===== config.mk =====
export PLATFORM = sky130hd
export DESIGN_NAME = flash_host
export DESIGN_NICKNAME = d
export VERILOG_FILES = /design/src/design/flash_host_pkg.sv /design/src/design/flash_host.sv /design/src/design/flash_bus_cycle.sv
export SDC_FILE = /design/constraint.sdc
export NUM_CORES = 1
export LEC_CHECK = 0
export BUFFER_PORTS_ARGS = -buffer_cell sky130_fd_sc_hd__buf_2
export CORE_ASPECT_RATIO = 1.75
export CORE_MARGIN = 2
export CORE_UTILIZATION = 60
export DETAILED_ROUTE_END_ITERATION = 7
export PLACE_DENSITY_LB_ADDON = 0.2
export SETUP_SLACK_MARGIN = 0.5
export SKIP_CTS_REPAIR_TIMING = 1
export SLEW_MARGIN = 20
export SYNTH_ARGS = -nofsm -noshare
export SYNTH_HDL_FRONTEND = slang
export SYNTH_HIERARCHICAL = 1
export SYNTH_SLANG_ARGS = --single-unit

===== constraint.sdc =====
create_clock -name ref_clk -period 4.56 [get_ports ref_clk]
set_clock_uncertainty 0.1 [all_clocks]
set_input_delay 0.912 -clock ref_clk [delete_from_list [all_inputs] [get_ports ref_clk]]
set_output_delay 0.912 -clock ref_clk [all_outputs]
set_load 0.01 [all_outputs]

===== src/design/flash_host_pkg.sv =====
// package: flash host command codes, timing counts and carrier types
`default_nettype none
package flash_host_pkg;
   localparam int CLK_PERIOD_NS = 10;
   localparam int SYNC_STAGES   = 2;
   localparam int CNT_W         = 36;

   function automatic int cyc_ceil(int ns);
      return (ns + CLK_PERIOD_NS - 1) / CLK_PERIOD_NS;
   endfunction

   localparam longint unsigned CYC_PER_US = 64'(1000 / CLK_PERIOD_NS);
   localparam longint unsigned CYC_PER_S  = CYC_PER_US * 64'd1000000;

   localparam int T_WP_NS    = 35;
   localparam int T_WPH_NS   = 30;
   localparam int T_ACC_NS   = 70;
   localparam int T_BUSY_NS  = 90;
   localparam int T_RP_NS    = 500;
   localparam int T_RH_NS    = 50;
   localparam int T_RDY_IDLE_NS = 500;
   localparam int T_RDY_ACT_US  = 20;
   localparam int T_SECT_LOAD_US = 50;
   localparam int T_PROG_MAX_US  = 280;
   localparam int T_SECT_MAX_S   = 15;
   localparam int T_CHIP_MAX_S   = 120;

   localparam int TWP_CYC     = cyc_ceil(T_WP_NS);
   localparam int TWPH_CYC    = cyc_ceil(T_WPH_NS);
   localparam int RD_CYC      = cyc_ceil(T_ACC_NS) + SYNC_STAGES;
   localparam int BUSY_CYC    = cyc_ceil(T_BUSY_NS);
   localparam int RST_LOW_CYC = cyc_ceil(T_RP_NS);
   localparam int RH_CYC      = cyc_ceil(T_RH_NS);
   localparam int READY_ACT_CYC =
      cyc_ceil(T_RDY_ACT_US * 1000) - RST_LOW_CYC;
   localparam int READY_IDLE_CYC =
      (cyc_ceil(T_RDY_IDLE_NS) - RST_LOW_CYC > RH_CYC) ?
      cyc_ceil(T_RDY_IDLE_NS) - RST_LOW_CYC : RH_CYC;
   localparam longint unsigned SECT_LOAD_CYC_DEF =
      64'(T_SECT_LOAD_US) * CYC_PER_US;
   localparam longint unsigned PROG_TMO_CYC_DEF =
      64'(T_PROG_MAX_US) * CYC_PER_US;
   localparam longint unsigned SECT_TMO_CYC_DEF =
      64'(T_SECT_MAX_S) * CYC_PER_S;
   localparam longint unsigned CHIP_TMO_CYC_DEF =
      64'(T_CHIP_MAX_S) * CYC_PER_S;

   typedef logic [17:0] addr_t;
   typedef logic [15:0] data_t;

   localparam addr_t UNLOCK_A1 = 18'h00555;
   localparam addr_t UNLOCK_A2 = 18'h002AA;
   localparam data_t CMD_UNLOCK1   = 16'h00AA;
   localparam data_t CMD_UNLOCK2   = 16'h0055;
   localparam data_t CMD_PROGRAM   = 16'h00A0;
   localparam data_t CMD_ERASE     = 16'h0080;
   localparam data_t CMD_CHIP_GO   = 16'h0010;
   localparam data_t CMD_SECTOR_GO = 16'h0030;
   localparam int SECTOR_LSB = 12;
   localparam int DQ_TOGGLE  = 6;
   localparam int DQ_POLL    = 7;

   typedef enum logic [2:0] {
      OP_READ         = 3'h0,
      OP_PROGRAM      = 3'h1,
      OP_CHIP_ERASE   = 3'h2,
      OP_SECTOR_ERASE = 3'h3,
      OP_RESET        = 3'h4
   } op_e;

   typedef struct packed {
      op_e   op;
      addr_t addr;
      data_t data;
   } host_req_s;

   typedef struct packed {
      logic  write;
      addr_t addr;
      data_t data;
   } bus_req_s;

   typedef struct packed {
      addr_t addr;
      data_t dq_out;
      logic  dq_oe_n;
      logic  ce_n;
      logic  we_n;
      logic  oe_n;
   } flash_pins_s;

   localparam flash_pins_s PINS_IDLE = '{addr: 18'h00000, dq_out: 16'h0000,
      dq_oe_n: 1'b1, ce_n: 1'b1, we_n: 1'b1, oe_n: 1'b1};
endpackage
`default_nettype wire


===== src/design/flash_host.sv =====
// host controller issuing program, erase, read and reset to a NOR flash
`default_nettype none
module flash_host
#(
   parameter longint unsigned SECT_LOAD_CYC = flash_host_pkg::SECT_LOAD_CYC_DEF,
   parameter longint unsigned PROG_TMO_CYC  = flash_host_pkg::PROG_TMO_CYC_DEF,
   parameter longint unsigned SECT_TMO_CYC  = flash_host_pkg::SECT_TMO_CYC_DEF,
   parameter longint unsigned CHIP_TMO_CYC  = flash_host_pkg::CHIP_TMO_CYC_DEF
)
(
   input  wire logic                        ref_clk,
   input  wire logic                        rst_n,
   input  wire logic                        clk_en,
   input  wire logic                        req_valid,
   input  wire flash_host_pkg::host_req_s   req,
   input  wire logic                        ce_strobe,
   output logic                             req_ready,
   output logic                             done,
   output logic                             fail,
   output flash_host_pkg::data_t            rd_data,
   output flash_host_pkg::flash_pins_s      flash_pins,
   input  wire flash_host_pkg::data_t       flash_dq_in,
   output logic                             flash_reset_n,
   input  wire logic                        ready_busy_n
);
   import flash_host_pkg::*;

   typedef enum logic [6:0] {
      S_IDLE     = 7'h01,
      S_SEQ      = 7'h02,
      S_SETTLE   = 7'h04,
      S_POLL     = 7'h08,
      S_RST_LOW  = 7'h10,
      S_RST_WAIT = 7'h20,
      S_DONE     = 7'h40
   } state_e;

   state_e           state_ff;
   state_e           nxt_state;
   logic [CNT_W-1:0] cnt_ff;
   logic [CNT_W-1:0] nxt_cnt;
   logic [CNT_W-1:0] tmo_ff;
   logic [CNT_W-1:0] nxt_tmo;
   logic [CNT_W-1:0] cnt_inc;
   logic [CNT_W-1:0] settle_cyc;
   logic [CNT_W-1:0] tmo_lim;
   logic [CNT_W-1:0] wait_cyc;
   logic [2:0]       step_ff;
   logic [2:0]       nxt_step;
   logic [2:0]       last_idx;
   host_req_s        cur_ff;
   logic             pend_ff;
   logic             running_ff;
   logic             nxt_running;
   logic             active_ff;
   logic             fail_ff;
   logic             nxt_fail;
   logic             prev6_ff;
   logic             have_prev_ff;
   logic             rb_meta_ff;
   logic             rb_sync_ff;
   logic             done_ff;
   logic             ready_ff;
   logic             rstn_out_ff;
   data_t            rd_data_ff;
   logic             bus_ready;
   data_t            bus_rd_data;
   bus_req_s         bus_req;
   bus_req_s         seq_req;
   addr_t            sector_addr;
   addr_t            poll_addr;
   logic             in_seq;
   logic             in_poll;
   logic             is_read;
   logic             issue;
   logic             step_end;
   logic             toggled;
   logic             dq7_want;
   logic             poll_ok;
   logic [7:0]       low_cnt_ff;
   logic [7:0]       high_cnt_ff;
   bus_req_s         last_wr_ff;

   // unlock cycles, then the op code, then the address/data, or for erase a second unlock pair and the go cycle
   function automatic bus_req_s seq_word(host_req_s r, logic [2:0] i,
                                         addr_t sect);
      bus_req_s w;
      logic     prog;
      w = '{write: 1'b1, addr: UNLOCK_A1, data: CMD_UNLOCK1};
      prog = r.op == OP_PROGRAM;
      case (i)
         3'h1, 3'h4:
         begin
            w.addr = UNLOCK_A2;
            w.data = CMD_UNLOCK2;
         end
         3'h2: w.data = prog ? CMD_PROGRAM : CMD_ERASE;
         3'h3:
            if (prog)
            begin
               w.addr = r.addr;
               w.data = r.data;
            end
         3'h5:
            if (r.op == OP_CHIP_ERASE)
               w.data = CMD_CHIP_GO;
            else
            begin
               w.addr = sect;
               w.data = CMD_SECTOR_GO;
            end
         default: w.write = 1'b1;
      endcase
      return w;
   endfunction

   assign in_seq      = state_ff == S_SEQ;
   assign in_poll     = state_ff == S_POLL;
   assign is_read     = cur_ff.op == OP_READ;
   assign issue       = bus_ready && !pend_ff && (in_seq || in_poll);
   assign step_end    = bus_ready && pend_ff;
   assign last_idx    = is_read ? 3'h0 :
                        (cur_ff.op == OP_PROGRAM ? 3'h3 : 3'h5);
   assign sector_addr = {cur_ff.addr[17:SECTOR_LSB], 12'h000};
   assign poll_addr   = (cur_ff.op == OP_SECTOR_ERASE) ? sector_addr
                                                       : cur_ff.addr;
   assign seq_req     = seq_word(cur_ff, step_ff, sector_addr);
   assign bus_req     = (in_poll || is_read) ?
                        bus_req_s'{write: 1'b0, addr: poll_addr,
                                   data: 16'h0000} : seq_req;
   // poll_ok only when the toggle has stopped, bit 7 settled and pin ready;
   // no verify read follows, the flash checks its own cells
   assign toggled  = have_prev_ff &&
                     (bus_rd_data[DQ_TOGGLE] != prev6_ff);
   assign dq7_want = (cur_ff.op == OP_PROGRAM) ? cur_ff.data[DQ_POLL]
                                               : 1'b1;
   assign poll_ok  = have_prev_ff && !toggled && rb_sync_ff &&
                     (bus_rd_data[DQ_POLL] == dq7_want);
   // sector erase starts only after the load window, so wait it out
   assign settle_cyc = (cur_ff.op == OP_SECTOR_ERASE) ?
                       CNT_W'(SECT_LOAD_CYC) : CNT_W'(BUSY_CYC);
   assign tmo_lim  = (cur_ff.op == OP_PROGRAM) ? CNT_W'(PROG_TMO_CYC) :
                     (cur_ff.op == OP_SECTOR_ERASE) ? CNT_W'(SECT_TMO_CYC)
                                                    : CNT_W'(CHIP_TMO_CYC);
   assign wait_cyc = running_ff ? CNT_W'(READY_ACT_CYC)
                                : CNT_W'(READY_IDLE_CYC);
   assign cnt_inc  = cnt_ff + 1'b1;

   assign req_ready     = ready_ff;
   assign done          = done_ff;
   assign fail          = fail_ff;
   assign rd_data       = rd_data_ff;
   assign flash_reset_n = rstn_out_ff;

   always_comb
   begin
      nxt_state   = state_ff;
      nxt_cnt     = cnt_ff;
      nxt_tmo     = tmo_ff;
      nxt_step    = step_ff;
      nxt_running = running_ff;
      nxt_fail    = fail_ff;
      case (state_ff)
         S_IDLE:
            if (req_valid)
            begin
               nxt_cnt   = '0;
               nxt_step  = 3'h0;
               nxt_fail  = 1'b0;
               nxt_state = (req.op == OP_RESET) ? S_RST_LOW : S_SEQ;
            end
         S_SEQ:
            if (step_end && step_ff == last_idx)
            begin
               nxt_cnt     = '0;
               nxt_tmo     = '0;
               nxt_running = !is_read;
               nxt_state   = is_read ? S_DONE : S_SETTLE;
            end
            else if (step_end)
               nxt_step = step_ff + 3'h1;
         S_SETTLE:
         begin
            nxt_cnt = cnt_inc;
            if (cnt_inc >= settle_cyc)
               nxt_state = S_POLL;
         end
         S_POLL:
         begin
            nxt_tmo = tmo_ff + 1'b1;
            if (step_end && poll_ok)
            begin
               nxt_running = 1'b0;
               nxt_state   = S_DONE;
            end
            else if (step_end && tmo_ff >= tmo_lim)
            begin
               nxt_fail  = 1'b1;
               nxt_cnt   = '0;
               nxt_state = S_RST_LOW;
            end
         end
         S_RST_LOW:
         begin
            nxt_cnt = cnt_inc;
            if (cnt_inc >= CNT_W'(RST_LOW_CYC))
            begin
               nxt_cnt   = '0;
               nxt_state = S_RST_WAIT;
            end
         end
         S_RST_WAIT:
         begin
            nxt_cnt = cnt_inc;
            if (cnt_inc >= wait_cyc)
            begin
               nxt_running = 1'b0;
               nxt_state   = S_DONE;
            end
         end
         S_DONE: nxt_state = S_IDLE;
         default: nxt_state = S_IDLE;
      endcase
   end

   // state of the flash is unknown at power-up, so reset it as if busy
   always_ff @(posedge ref_clk)
   begin
      if (!rst_n)
      begin
         state_ff   <= S_RST_LOW;
         cnt_ff     <= '0;
         tmo_ff     <= '0;
         step_ff    <= 3'h0;
         running_ff <= 1'b1;
         fail_ff    <= 1'b0;
      end
      else if (clk_en)
      begin
         state_ff   <= nxt_state;
         cnt_ff     <= nxt_cnt;
         tmo_ff     <= nxt_tmo;
         step_ff    <= nxt_step;
         running_ff <= nxt_running;
         fail_ff    <= nxt_fail;
      end
   end

   always_ff @(posedge ref_clk)
   begin
      if (!rst_n)
      begin
         cur_ff       <= '{op: OP_READ, addr: 18'h00000, data: 16'h0000};
         pend_ff      <= 1'b0;
         active_ff    <= 1'b0;
         prev6_ff     <= 1'b0;
         have_prev_ff <= 1'b0;
         rb_meta_ff   <= 1'b1;
         rb_sync_ff   <= 1'b1;
         done_ff      <= 1'b0;
         ready_ff     <= 1'b0;
         rstn_out_ff  <= 1'b0;
         rd_data_ff   <= 16'h0000;
      end
      else if (clk_en)
      begin
         if (state_ff == S_IDLE && req_valid)
            cur_ff <= req;
         active_ff    <= (state_ff == S_IDLE && req_valid) ||
                         (active_ff && state_ff != S_DONE);
         pend_ff      <= issue || (pend_ff && !step_end);
         have_prev_ff <= in_poll && (have_prev_ff || step_end);
         if (in_poll && step_end)
            prev6_ff <= bus_rd_data[DQ_TOGGLE];
         rb_meta_ff   <= ready_busy_n;
         rb_sync_ff   <= rb_meta_ff;
         done_ff      <= state_ff == S_DONE && active_ff;
         ready_ff     <= nxt_state == S_IDLE;
         rstn_out_ff  <= nxt_state != S_RST_LOW;
         if (in_seq && is_read && step_end)
            rd_data_ff <= bus_rd_data;
      end
   end

   flash_bus_cycle flash_bus_cycle_inst
   (
      .ref_clk   (ref_clk),
      .rst_n     (rst_n),
      .clk_en    (clk_en),
      .go        (issue),
      .req       (bus_req),
      .ce_strobe (ce_strobe),
      .dq_in     (flash_dq_in),
      .idle      (bus_ready),
      .rd_data   (bus_rd_data),
      .pins      (flash_pins)
   );

   always_ff @(posedge ref_clk)
   begin
      if (!rst_n)
      begin
         low_cnt_ff  <= 8'h00;
         high_cnt_ff <= 8'h00;
         last_wr_ff  <= '{write: 1'b0, addr: 18'h00000, data: 16'h0000};
      end
      else if (clk_en)
      begin
         low_cnt_ff  <= rstn_out_ff ? 8'h00 :
                        low_cnt_ff + {7'h00, low_cnt_ff != 8'hFF};
         high_cnt_ff <= !rstn_out_ff ? 8'h00 :
                        high_cnt_ff + {7'h00, high_cnt_ff != 8'hFF};
         if (issue && bus_req.write)
            last_wr_ff <= bus_req;
      end
   end
endmodule
`default_nettype wire


===== src/design/flash_bus_cycle.sv =====
// single flash bus read or write cycle with selectable write strobe
`default_nettype none
module flash_bus_cycle
(
   input  wire logic                        ref_clk,
   input  wire logic                        rst_n,
   input  wire logic                        clk_en,
   input  wire logic                        go,
   input  wire flash_host_pkg::bus_req_s    req,
   input  wire logic                        ce_strobe,
   input  wire flash_host_pkg::data_t       dq_in,
   output logic                             idle,
   output flash_host_pkg::data_t            rd_data,
   output flash_host_pkg::flash_pins_s      pins
);
   import flash_host_pkg::*;

   typedef enum logic [4:0] {
      B_IDLE  = 5'h01,
      B_SETUP = 5'h02,
      B_PULSE = 5'h04,
      B_HOLD  = 5'h08,
      B_GAP   = 5'h10
   } bus_state_e;

   bus_state_e  st_ff;
   bus_state_e  nxt_st;
   logic [3:0]  cnt_ff;
   logic [3:0]  nxt_cnt;
   logic        wr_ff;
   logic        mode_ff;
   data_t       dq_meta_ff;
   data_t       dq_sync_ff;
   data_t       rd_ff;
   data_t       nxt_rd;
   flash_pins_s pins_ff;
   flash_pins_s nxt_pins;
   logic        pulse_end;
   logic        gap_end;

   assign pulse_end = cnt_ff == (wr_ff ? 4'(TWP_CYC - 1) : 4'(RD_CYC - 1));
   assign gap_end   = cnt_ff == 4'(TWPH_CYC - 1);
   assign idle      = st_ff == B_IDLE;
   assign rd_data   = rd_ff;
   assign pins      = pins_ff;

   // the leading strobe falls first so the other one ends the cycle
   always_comb
   begin
      nxt_st   = st_ff;
      nxt_cnt  = cnt_ff + 4'h1;
      nxt_pins = pins_ff;
      nxt_rd   = rd_ff;
      case (st_ff)
         B_IDLE:
         begin
            nxt_cnt = 4'h0;
            if (go)
            begin
               nxt_pins.addr    = req.addr;
               nxt_pins.dq_out  = req.data;
               nxt_pins.dq_oe_n = !req.write;
               nxt_pins.we_n    = !(req.write && ce_strobe);
               nxt_pins.ce_n    = req.write && ce_strobe;
               nxt_st           = B_SETUP;
            end
         end
         B_SETUP:
         begin
            nxt_cnt       = 4'h0;
            nxt_pins.ce_n = 1'b0;
            nxt_pins.we_n = !wr_ff;
            nxt_pins.oe_n = wr_ff;
            nxt_st        = B_PULSE;
         end
         B_PULSE:
            if (pulse_end)
            begin
               nxt_pins.we_n = !(mode_ff && wr_ff);
               nxt_pins.ce_n = mode_ff && wr_ff;
               nxt_pins.oe_n = 1'b1;
               if (!wr_ff)
                  nxt_rd = dq_sync_ff;
               nxt_st = B_HOLD;
            end
         B_HOLD:
         begin
            nxt_cnt          = 4'h0;
            nxt_pins.ce_n    = 1'b1;
            nxt_pins.we_n    = 1'b1;
            nxt_pins.dq_oe_n = 1'b1;
            nxt_st           = B_GAP;
         end
         B_GAP:
            if (gap_end)
               nxt_st = B_IDLE;
         default: nxt_st = B_IDLE;
      endcase
   end

   always_ff @(posedge ref_clk)
   begin
      if (!rst_n)
      begin
         st_ff      <= B_IDLE;
         cnt_ff     <= 4'h0;
         pins_ff    <= PINS_IDLE;
         rd_ff      <= 16'h0000;
         wr_ff      <= 1'b0;
         mode_ff    <= 1'b0;
         dq_meta_ff <= 16'h0000;
         dq_sync_ff <= 16'h0000;
      end
      else if (clk_en)
      begin
         st_ff      <= nxt_st;
         cnt_ff     <= nxt_cnt;
         pins_ff    <= nxt_pins;
         rd_ff      <= nxt_rd;
         dq_meta_ff <= dq_in;
         dq_sync_ff <= dq_meta_ff;
         if (idle && go)
         begin
            wr_ff   <= req.write;
            mode_ff <= ce_strobe;
         end
      end
   end
endmodule
`default_nettype wire


==> results of run 1 <==
state kept, by name (all words and copies together), names as in the netlist, 3 cells and up:
register                         count
flash_bus_cycle_inst/rd_data        16
flash_bus_cycle_inst/pins           38
flash_bus_cycle_inst/st_ff           5
rd_data                             16
state_ff                             7
flash_bus_cycle_inst/dq_meta_ff     16
cnt_ff                              36
flash_bus_cycle_inst/cnt_ff          4
tmo_ff                              36
flash_bus_cycle_inst/dq_sync_ff     16
cur_ff                              37
step_ff                              3
worst max-delay path by stage:
stage | to | startpoint | cells past startpoint | slack (ps)
3_3_place_gp | cnt_ff[15] | cur_ff[34] | 13 | 490
5_1_grt | state_ff[3] | cnt_ff[4] | 13 | 510
2_1_floorplan | cnt_ff[12] | cur_ff[34] | 16 | 560
6_report | flash_reset_n | cnt_ff[4] | 11 | 700
4_1_cts | cnt_ff[28] | cur_ff[34] | 13 | 270
3_5_place_dp | cnt_ff[28] | cur_ff[34] | 13 | 290
cell usage in the layout (no fill, tap or decap), types with 18 or more instances in the layout:
cell type / count
nor2b_1: 69
a21boi_0: 38
nor2_1: 85
o21ai_0: 46
buf_4: 29
dfxtp_1: 241
or3_1: 28
mux2i_1: 52
clkbuf_16: 23
and2_1: 21
inv_1: 33
and4_1: 18
nor3_1: 47
ha_1: 40
buf_2: 114
nor4_1: 21
a21oi_1: 99
nand2_1: 262
xnor2_1: 49
a31oi_1: 24
nand3_1: 74
nand4_1: 30
power breakdown:
group,leakage (uW),internal [uW],switching (uW)
logic,0.00316,164,293
registers,0.00197,2160,46.5
clock network,0.000382,1190,849
worst register-to-register path, stage by stage, from the launching register on:
cell and delay, ps:
dfxtp_1 590, nand4_1 380, nor2_2 300, buf_4 210, nand3_1 100, xnor2_1 380, ha_1 320, a21oi_1 150
a21oi_1 70, or3_1 390, or4_4 520, a32o_1 260
area by class of cell:
cell class	count	area, sq um	area share [%]
timing repair buffer	144	799.5	5.523
antenna	1	2.502	0.01729
multi-input combinational	1219	7557	52.20
clock buffer	31	655.6	4.529
inverter	34	127.6	0.8816
clock inverter	11	147.6	1.020
tap	255	319.1	2.204
sequential	243	4867	33.62
per-layer routing:
metal | GRT usage [%] | vias to the layer above
li1 | - | 5815
met1 | 31.46 | 5681
met2 | 55.10 | 387
met3 | 5.724 | 130
met4 | 17.05 | 2
met5 | 0 | -
kinds of logic (layout without fill, tap and decap cells):
family,Yosys count,after routing,synth area share (%)
muxes,52,52,4.022
other,0,1,0
DFF,243,243,37.59
buffers and inverters,138,220,4.322
adders and majority gates,42,42,4.042
AOI/OAI and AO/OA,323,323,16.62
and+or+nand+nor,739,739,29.03
xor gates and xnor gates,63,63,4.371
per-stage QoR:
step / utilization, % / instances
after CTS: 67.71 / 1937
after detailed placement: 63.94 / 1895
after global placement: 63.94 / 1895
final: 67.90 / 1938
after floorplan: - / 1600
after global routing: 67.90 / 1938
==> reports/qor.yml, run 1 <==
worst_hold_path:
  hold_path_depth: 2
  worstHoldEndpoint: "cur_ff[14]"
  min_path_type: "flop to flop"
  worstHoldStart: "cur_ff[14]"
logic_synthesis:
  yosys-top-cells-area: "dfxtp_1, nand2_1, mux2i_1, ha_1, a21oi_1"
  yosysSeqAreaShare_pct: 37.59
  synth_ff_type: "dfxtp_1"
  yosysMostFrequentCell: "nand2_1"
  synth_edf_count: 0
  yosys.area.top_type: "dfxtp_1"
  ys_async_sr_fraction_pct: 0
  syn_inst: 1600
  synthTopCellsByCount: "nand2_1, dfxtp_1, a21oi_1"
  synth_nets: 1700
  yosys.area.top_type_share_pct: 37.59
  avgSynthCellArea_sq_um: 8.087
  ys_ff_latch: 243
  ys_warn_count: 6
  ys_types: 78
  syn_area_sq_um: 12940
setup_path:
  rrSetupSlack_ps: 700
  critPathMaxFanout: 12
  setup.worst_path.end_class: "flop"
  critPathRequiredTime_ps: 4890
  reg2reg_from: "cnt_ff[4]"
  crit_type: "flop to flop"
  critPathBufInv: 1
  cp_cell_sequence: "nand4_1, nor2_2, buf_4, nand3_1, xnor2_1, ha_1, a21oi_1, a21oi_1, or3_1, or4_4, a32o_1"
  reg2reg_to: "flash_reset_n"
  cp_slowest_cell: "dfxtp_1"
  critical-path-top-delay-family: "simple AND/OR/NAND/NOR gates"
  cpPeakStageDelay_ps: 590
  path_common_cell: "a21oi_1"
  arrival_ps: 4190
  ff2ff_path_depth: 11
  start_kind: "flop"
timing:
  layout_min_cycle_time_ps: 3862
  worst_pin_slew_ps: 946.5
  slew_headroom_pct: 36.41
  hold_viol: 0
  setup_violations: 0
  report.final.slew_viol_count: 0
  fin_ws_ps: 698.0
  setup-tns-final_ps: 0
  fin_hold_ws_ps: 350.2
  finalCritPeriodShare_pct: 84.69
  rsz0062_at_grt: "no"
  fmax_mhz: 258.9
detailed_routing:
  wl_met2_um: 18040
  vias: 12020
  drtIter0Drc: 737
  maxUsedRoutingLayer: "met5"
  wirelength_um: 34810
  viasPerCell: 6.200
  wl_per_cell_um: 17.96
  met3_length_um: 1971
  met1_length_um: 12740
  route.detailed.drc: 0
  postRouteAntennaNets: 0
  dr.pass1.iters: 5
global_route:
  grt_pass1_wl_um: 55790
  gr-total-overflow: 0
  grt_antenna_before_repair: 2
  grt_max_degree: 63
  grt_usage_pct: 30.09
  grt_pass1_vias: 11460
placement:
  port_buffers: 116
  post-place-ws_ps: 294.0
  placed_area_sq_um: 13630
  gp_congestion: 0.9788
  dp_hpwl_um: 25420
cts:
  cts_root_buf: "clkbuf_16"
  cts_buffers: 23
  clkSinkCount: 243
  cts_tree: "done"
  clk_latency_ps: 530
  h-tree-depth: 1
  ctsLongestPathBuffers: 3
  cts.clk_slew.worst_paths_ps: 70
floorplanning:
  coreArea_sq_um: 21320
  rows: 71
  dieArea_sq_um: 22800
  initial_core_util_pct: 60.69
  ios: 117
  die_h_um: 198.3
  die_w_um: 115.0
outcome:
  status: "complete, no violations"
finish:
  fillers: 1858
  final_layout_size_suffix_gt1_share_pct: 13.20
  syn2layout_area_growth_pct: 11.87
  stdcell_area_sq_um: 14480
  final_nets: 1765
power_and_ir_drop:
  total_power_uw: 4701
  leakage_uw: 0.005503
  ir_drop_v: 0.0003183
  p_per_area_nw_per_um2: 324.8
run:
  cap_viol_max_count: 0
No activity file was read; power rests on OpenSTA's default activity.
==> run 2, diff against run 1 <==
Clock period 4.56 ns to 4 ns, I/O delays scaled along.
==> reports/qor.yml, run 2 (synthesized netlist as in run 1, its figures left out) <==
finish:
  seqCellArea_sq_um: 4878  # was 4867 sq um
  final_common_cell: "nand2_1"  # unchanged
  final_layout_size_suffix_gt1_share_pct: 16.10  # was 13.20%
  syn2layout_area_growth_pct: 15.09  # was 11.87%
  finalNonFillerCells: 1976  # was 1938
  final_nets: 1805  # was 1765
  multiInputGateArea_sq_um: 7675  # was 7557 sq um
  antenna_cells: 0  # was 1
  fillers: 1761  # was 1858
  mostFrequentLayoutCells: "nand2_1, dfxtp_1, buf_2, a21oi_1, nor2_1"  # unchanged
  largest_reg_flops: 38  # unchanged
setup_path:
  arrival_ps: 3790  # was 4190 ps
  critical-path-top-delay-family: "simple AND/OR/NAND/NOR gates"  # unchanged
  critPathRequiredTime_ps: 4310  # was 4890 ps
  crit_type: "flop to flop"  # unchanged
  critPathBufInv: 0  # was 1
  cpPeakStageDelay_ps: 620  # was 590 ps
  critPathMaxFanout: 7  # was 12
  cp.depth: 9  # was 11
  cp_slowest_cell: "or4_4"  # was dfxtp_1
  setup.worst_path.end_class: "flop"  # unchanged
  start_kind: "flop"  # unchanged
  path_common_cell: "or4_4"  # was a21oi_1
  ff2ff_path_depth: 9  # was 11
  cp_cell_sequence: "ha_4, nand4_4, or4_4, o41ai_4, nand3_1, or4b_4, or2_4, or4_4, a32o_1"  # was nand4_1, nor2_2, buf_4, nand3_1, xnor2_1, ha_1, a21oi_1, a21oi_1, or3_1, or4_4, a32o_1
global_route:
  grt_max_degree: 66  # was 63
  grt_antenna_before_repair: 0  # was 2
  gr-total-overflow: 0  # unchanged
  grt_usage_pct: 32.06  # was 30.09%
  grt_pass1_vias: 12130  # was 11460
  grt_pass1_wl_um: 59200  # was 55790 um
timing:
  rsz0062_at_grt: "yes"  # was no
  setup_violations: 0  # unchanged
  layout_min_cycle_time_ps: 3477  # was 3862 ps
  finalCritPeriodShare_pct: 86.93  # was 84.69%
  hold_viol: 0  # unchanged
  slew_headroom_pct: 41.28  # was 36.41%
  fin_hold_ws_ps: 346.5  # was 350.2 ps
  worst_pin_slew_ps: 874.1  # was 946.5 ps
  report.final.slew_viol_count: 0  # unchanged
  setup-tns-final_ps: 0  # unchanged
  fmax_mhz: 287.6  # was 258.9 MHz
detailed_routing:
  route.detailed.drc: 0  # unchanged
  postRouteAntennaNets: 0  # unchanged
  drtIter0Drc: 761  # was 737
  dr.pass1.iters: 6  # was 5
  viasPerCell: 6.232  # was 6.200
  vias: 12320  # was 12020
  wl_per_cell_um: 18.79  # was 17.96 um
  wirelength_um: 37130  # was 34810 um
cts:
  clkSinkCount: 243  # unchanged
  cts_buffers: 23  # unchanged
  cts_root_buf: "clkbuf_16"  # unchanged
  ctsLongestPathBuffers: 3  # unchanged
  cts.clk_slew.worst_paths_ps: 70  # about the same
  clk_latency_ps: 530  # about the same
  h-tree-depth: 1  # unchanged
  cts_tree: "done"  # unchanged
outcome:
  status: "complete, no violations"  # unchanged
placement:
  gp_congestion: 0.9988  # was 0.9788
  dp_hpwl_um: 25800  # was 25420 um
  port_buffers: 116  # unchanged
  dp_cells: 1918  # was 1895
floorplanning:
  die_w_um: 115.0  # unchanged
  die_h_um: 198.3  # unchanged
  ios: 117  # unchanged
  rows: 71  # unchanged
  coreArea_sq_um: 21320  # unchanged
  dieArea_sq_um: 22800  # unchanged
  initial_core_util_pct: 60.69  # unchanged
worst_hold_path:
  min_path_type: "flop to flop"  # unchanged
  hold_path_depth: 2  # unchanged
power_and_ir_drop:
  leakage_uw: 0.005738  # was 0.005503 uW
  p_per_area_nw_per_um2: 359.2  # was 324.8 nW/um^2
  ir_drop_v: 0.0003941  # was 0.0003183 V
run:
  cap_viol_max_count: 0  # unchanged
[run 2: cell count changes in the layout (fill, tap and decap cells not counted), moves of 3 or more]
cell        previous run  this run
buf_4                 29        64
buf_6                  1         4
clkbuf_1               3         8
dfxtp_1              241       236
clkinvlp_4             4         1
dfxtp_2                2         5
[run 2: through the flow]
stage	area (sq um)	utilization [%]	power, uW	setup WS [ps]
CTS	14590	68.41	5317	299.9
global placement	13830	64.88	3098	372.6
finish	14890	69.85	5350	522.6
detailed placement	13830	64.88	3111	334.4
floorplan	12970	-	2926	508.9
global route	14890	69.85	5509	439.4
[run 2: final cells by class]
cell class / instances / share of cell area (%)
Clock inverter: 5 / 0.5209
Sequential cell: 243 / 32.76
Tap cell: 255 / 2.142
Multi-Input combinational cell: 1219 / 51.53
Inverter: 34 / 0.8569
Timing Repair Buffer: 184 / 7.662
Clock buffer: 36 / 4.528
[run 2: routing by layer]
layer	part of all wire [%]	track usage (%)	wire (um)
met4	5.5	17.94	2039
met1	36	33.51	13510
met3	5.1	4.836	1877
met2	53	59.74	19700
met5	0	0	0
[run 2: worst register-to-register path: cells and delay by family, from the launching register on]
family          cells  cell delay, ps
fa+ha+maj           1             180
flops               1             380
compound gates      2             530
simple gates        6            2180
[run 2: final timing paths]
path,startpoint,slack (ps),to
setup reg to reg,cnt_ff[0],520,flash_reset_n
hold / removal,cur_ff[15],350,cur_ff[15]
hold reg to reg,cur_ff[15],350,cur_ff[15]
setup / recovery,cnt_ff[0],520,flash_reset_n
[run 2: power breakdown]
part	internal (uW)	leakage, uW	total (uW)	switching (uW)
sequential	2470	0.00197	2520	54.2
combinational	222	0.00340	591	369
clock	1290	0.000365	2240	952
total	3970	0.00574	5350	1380
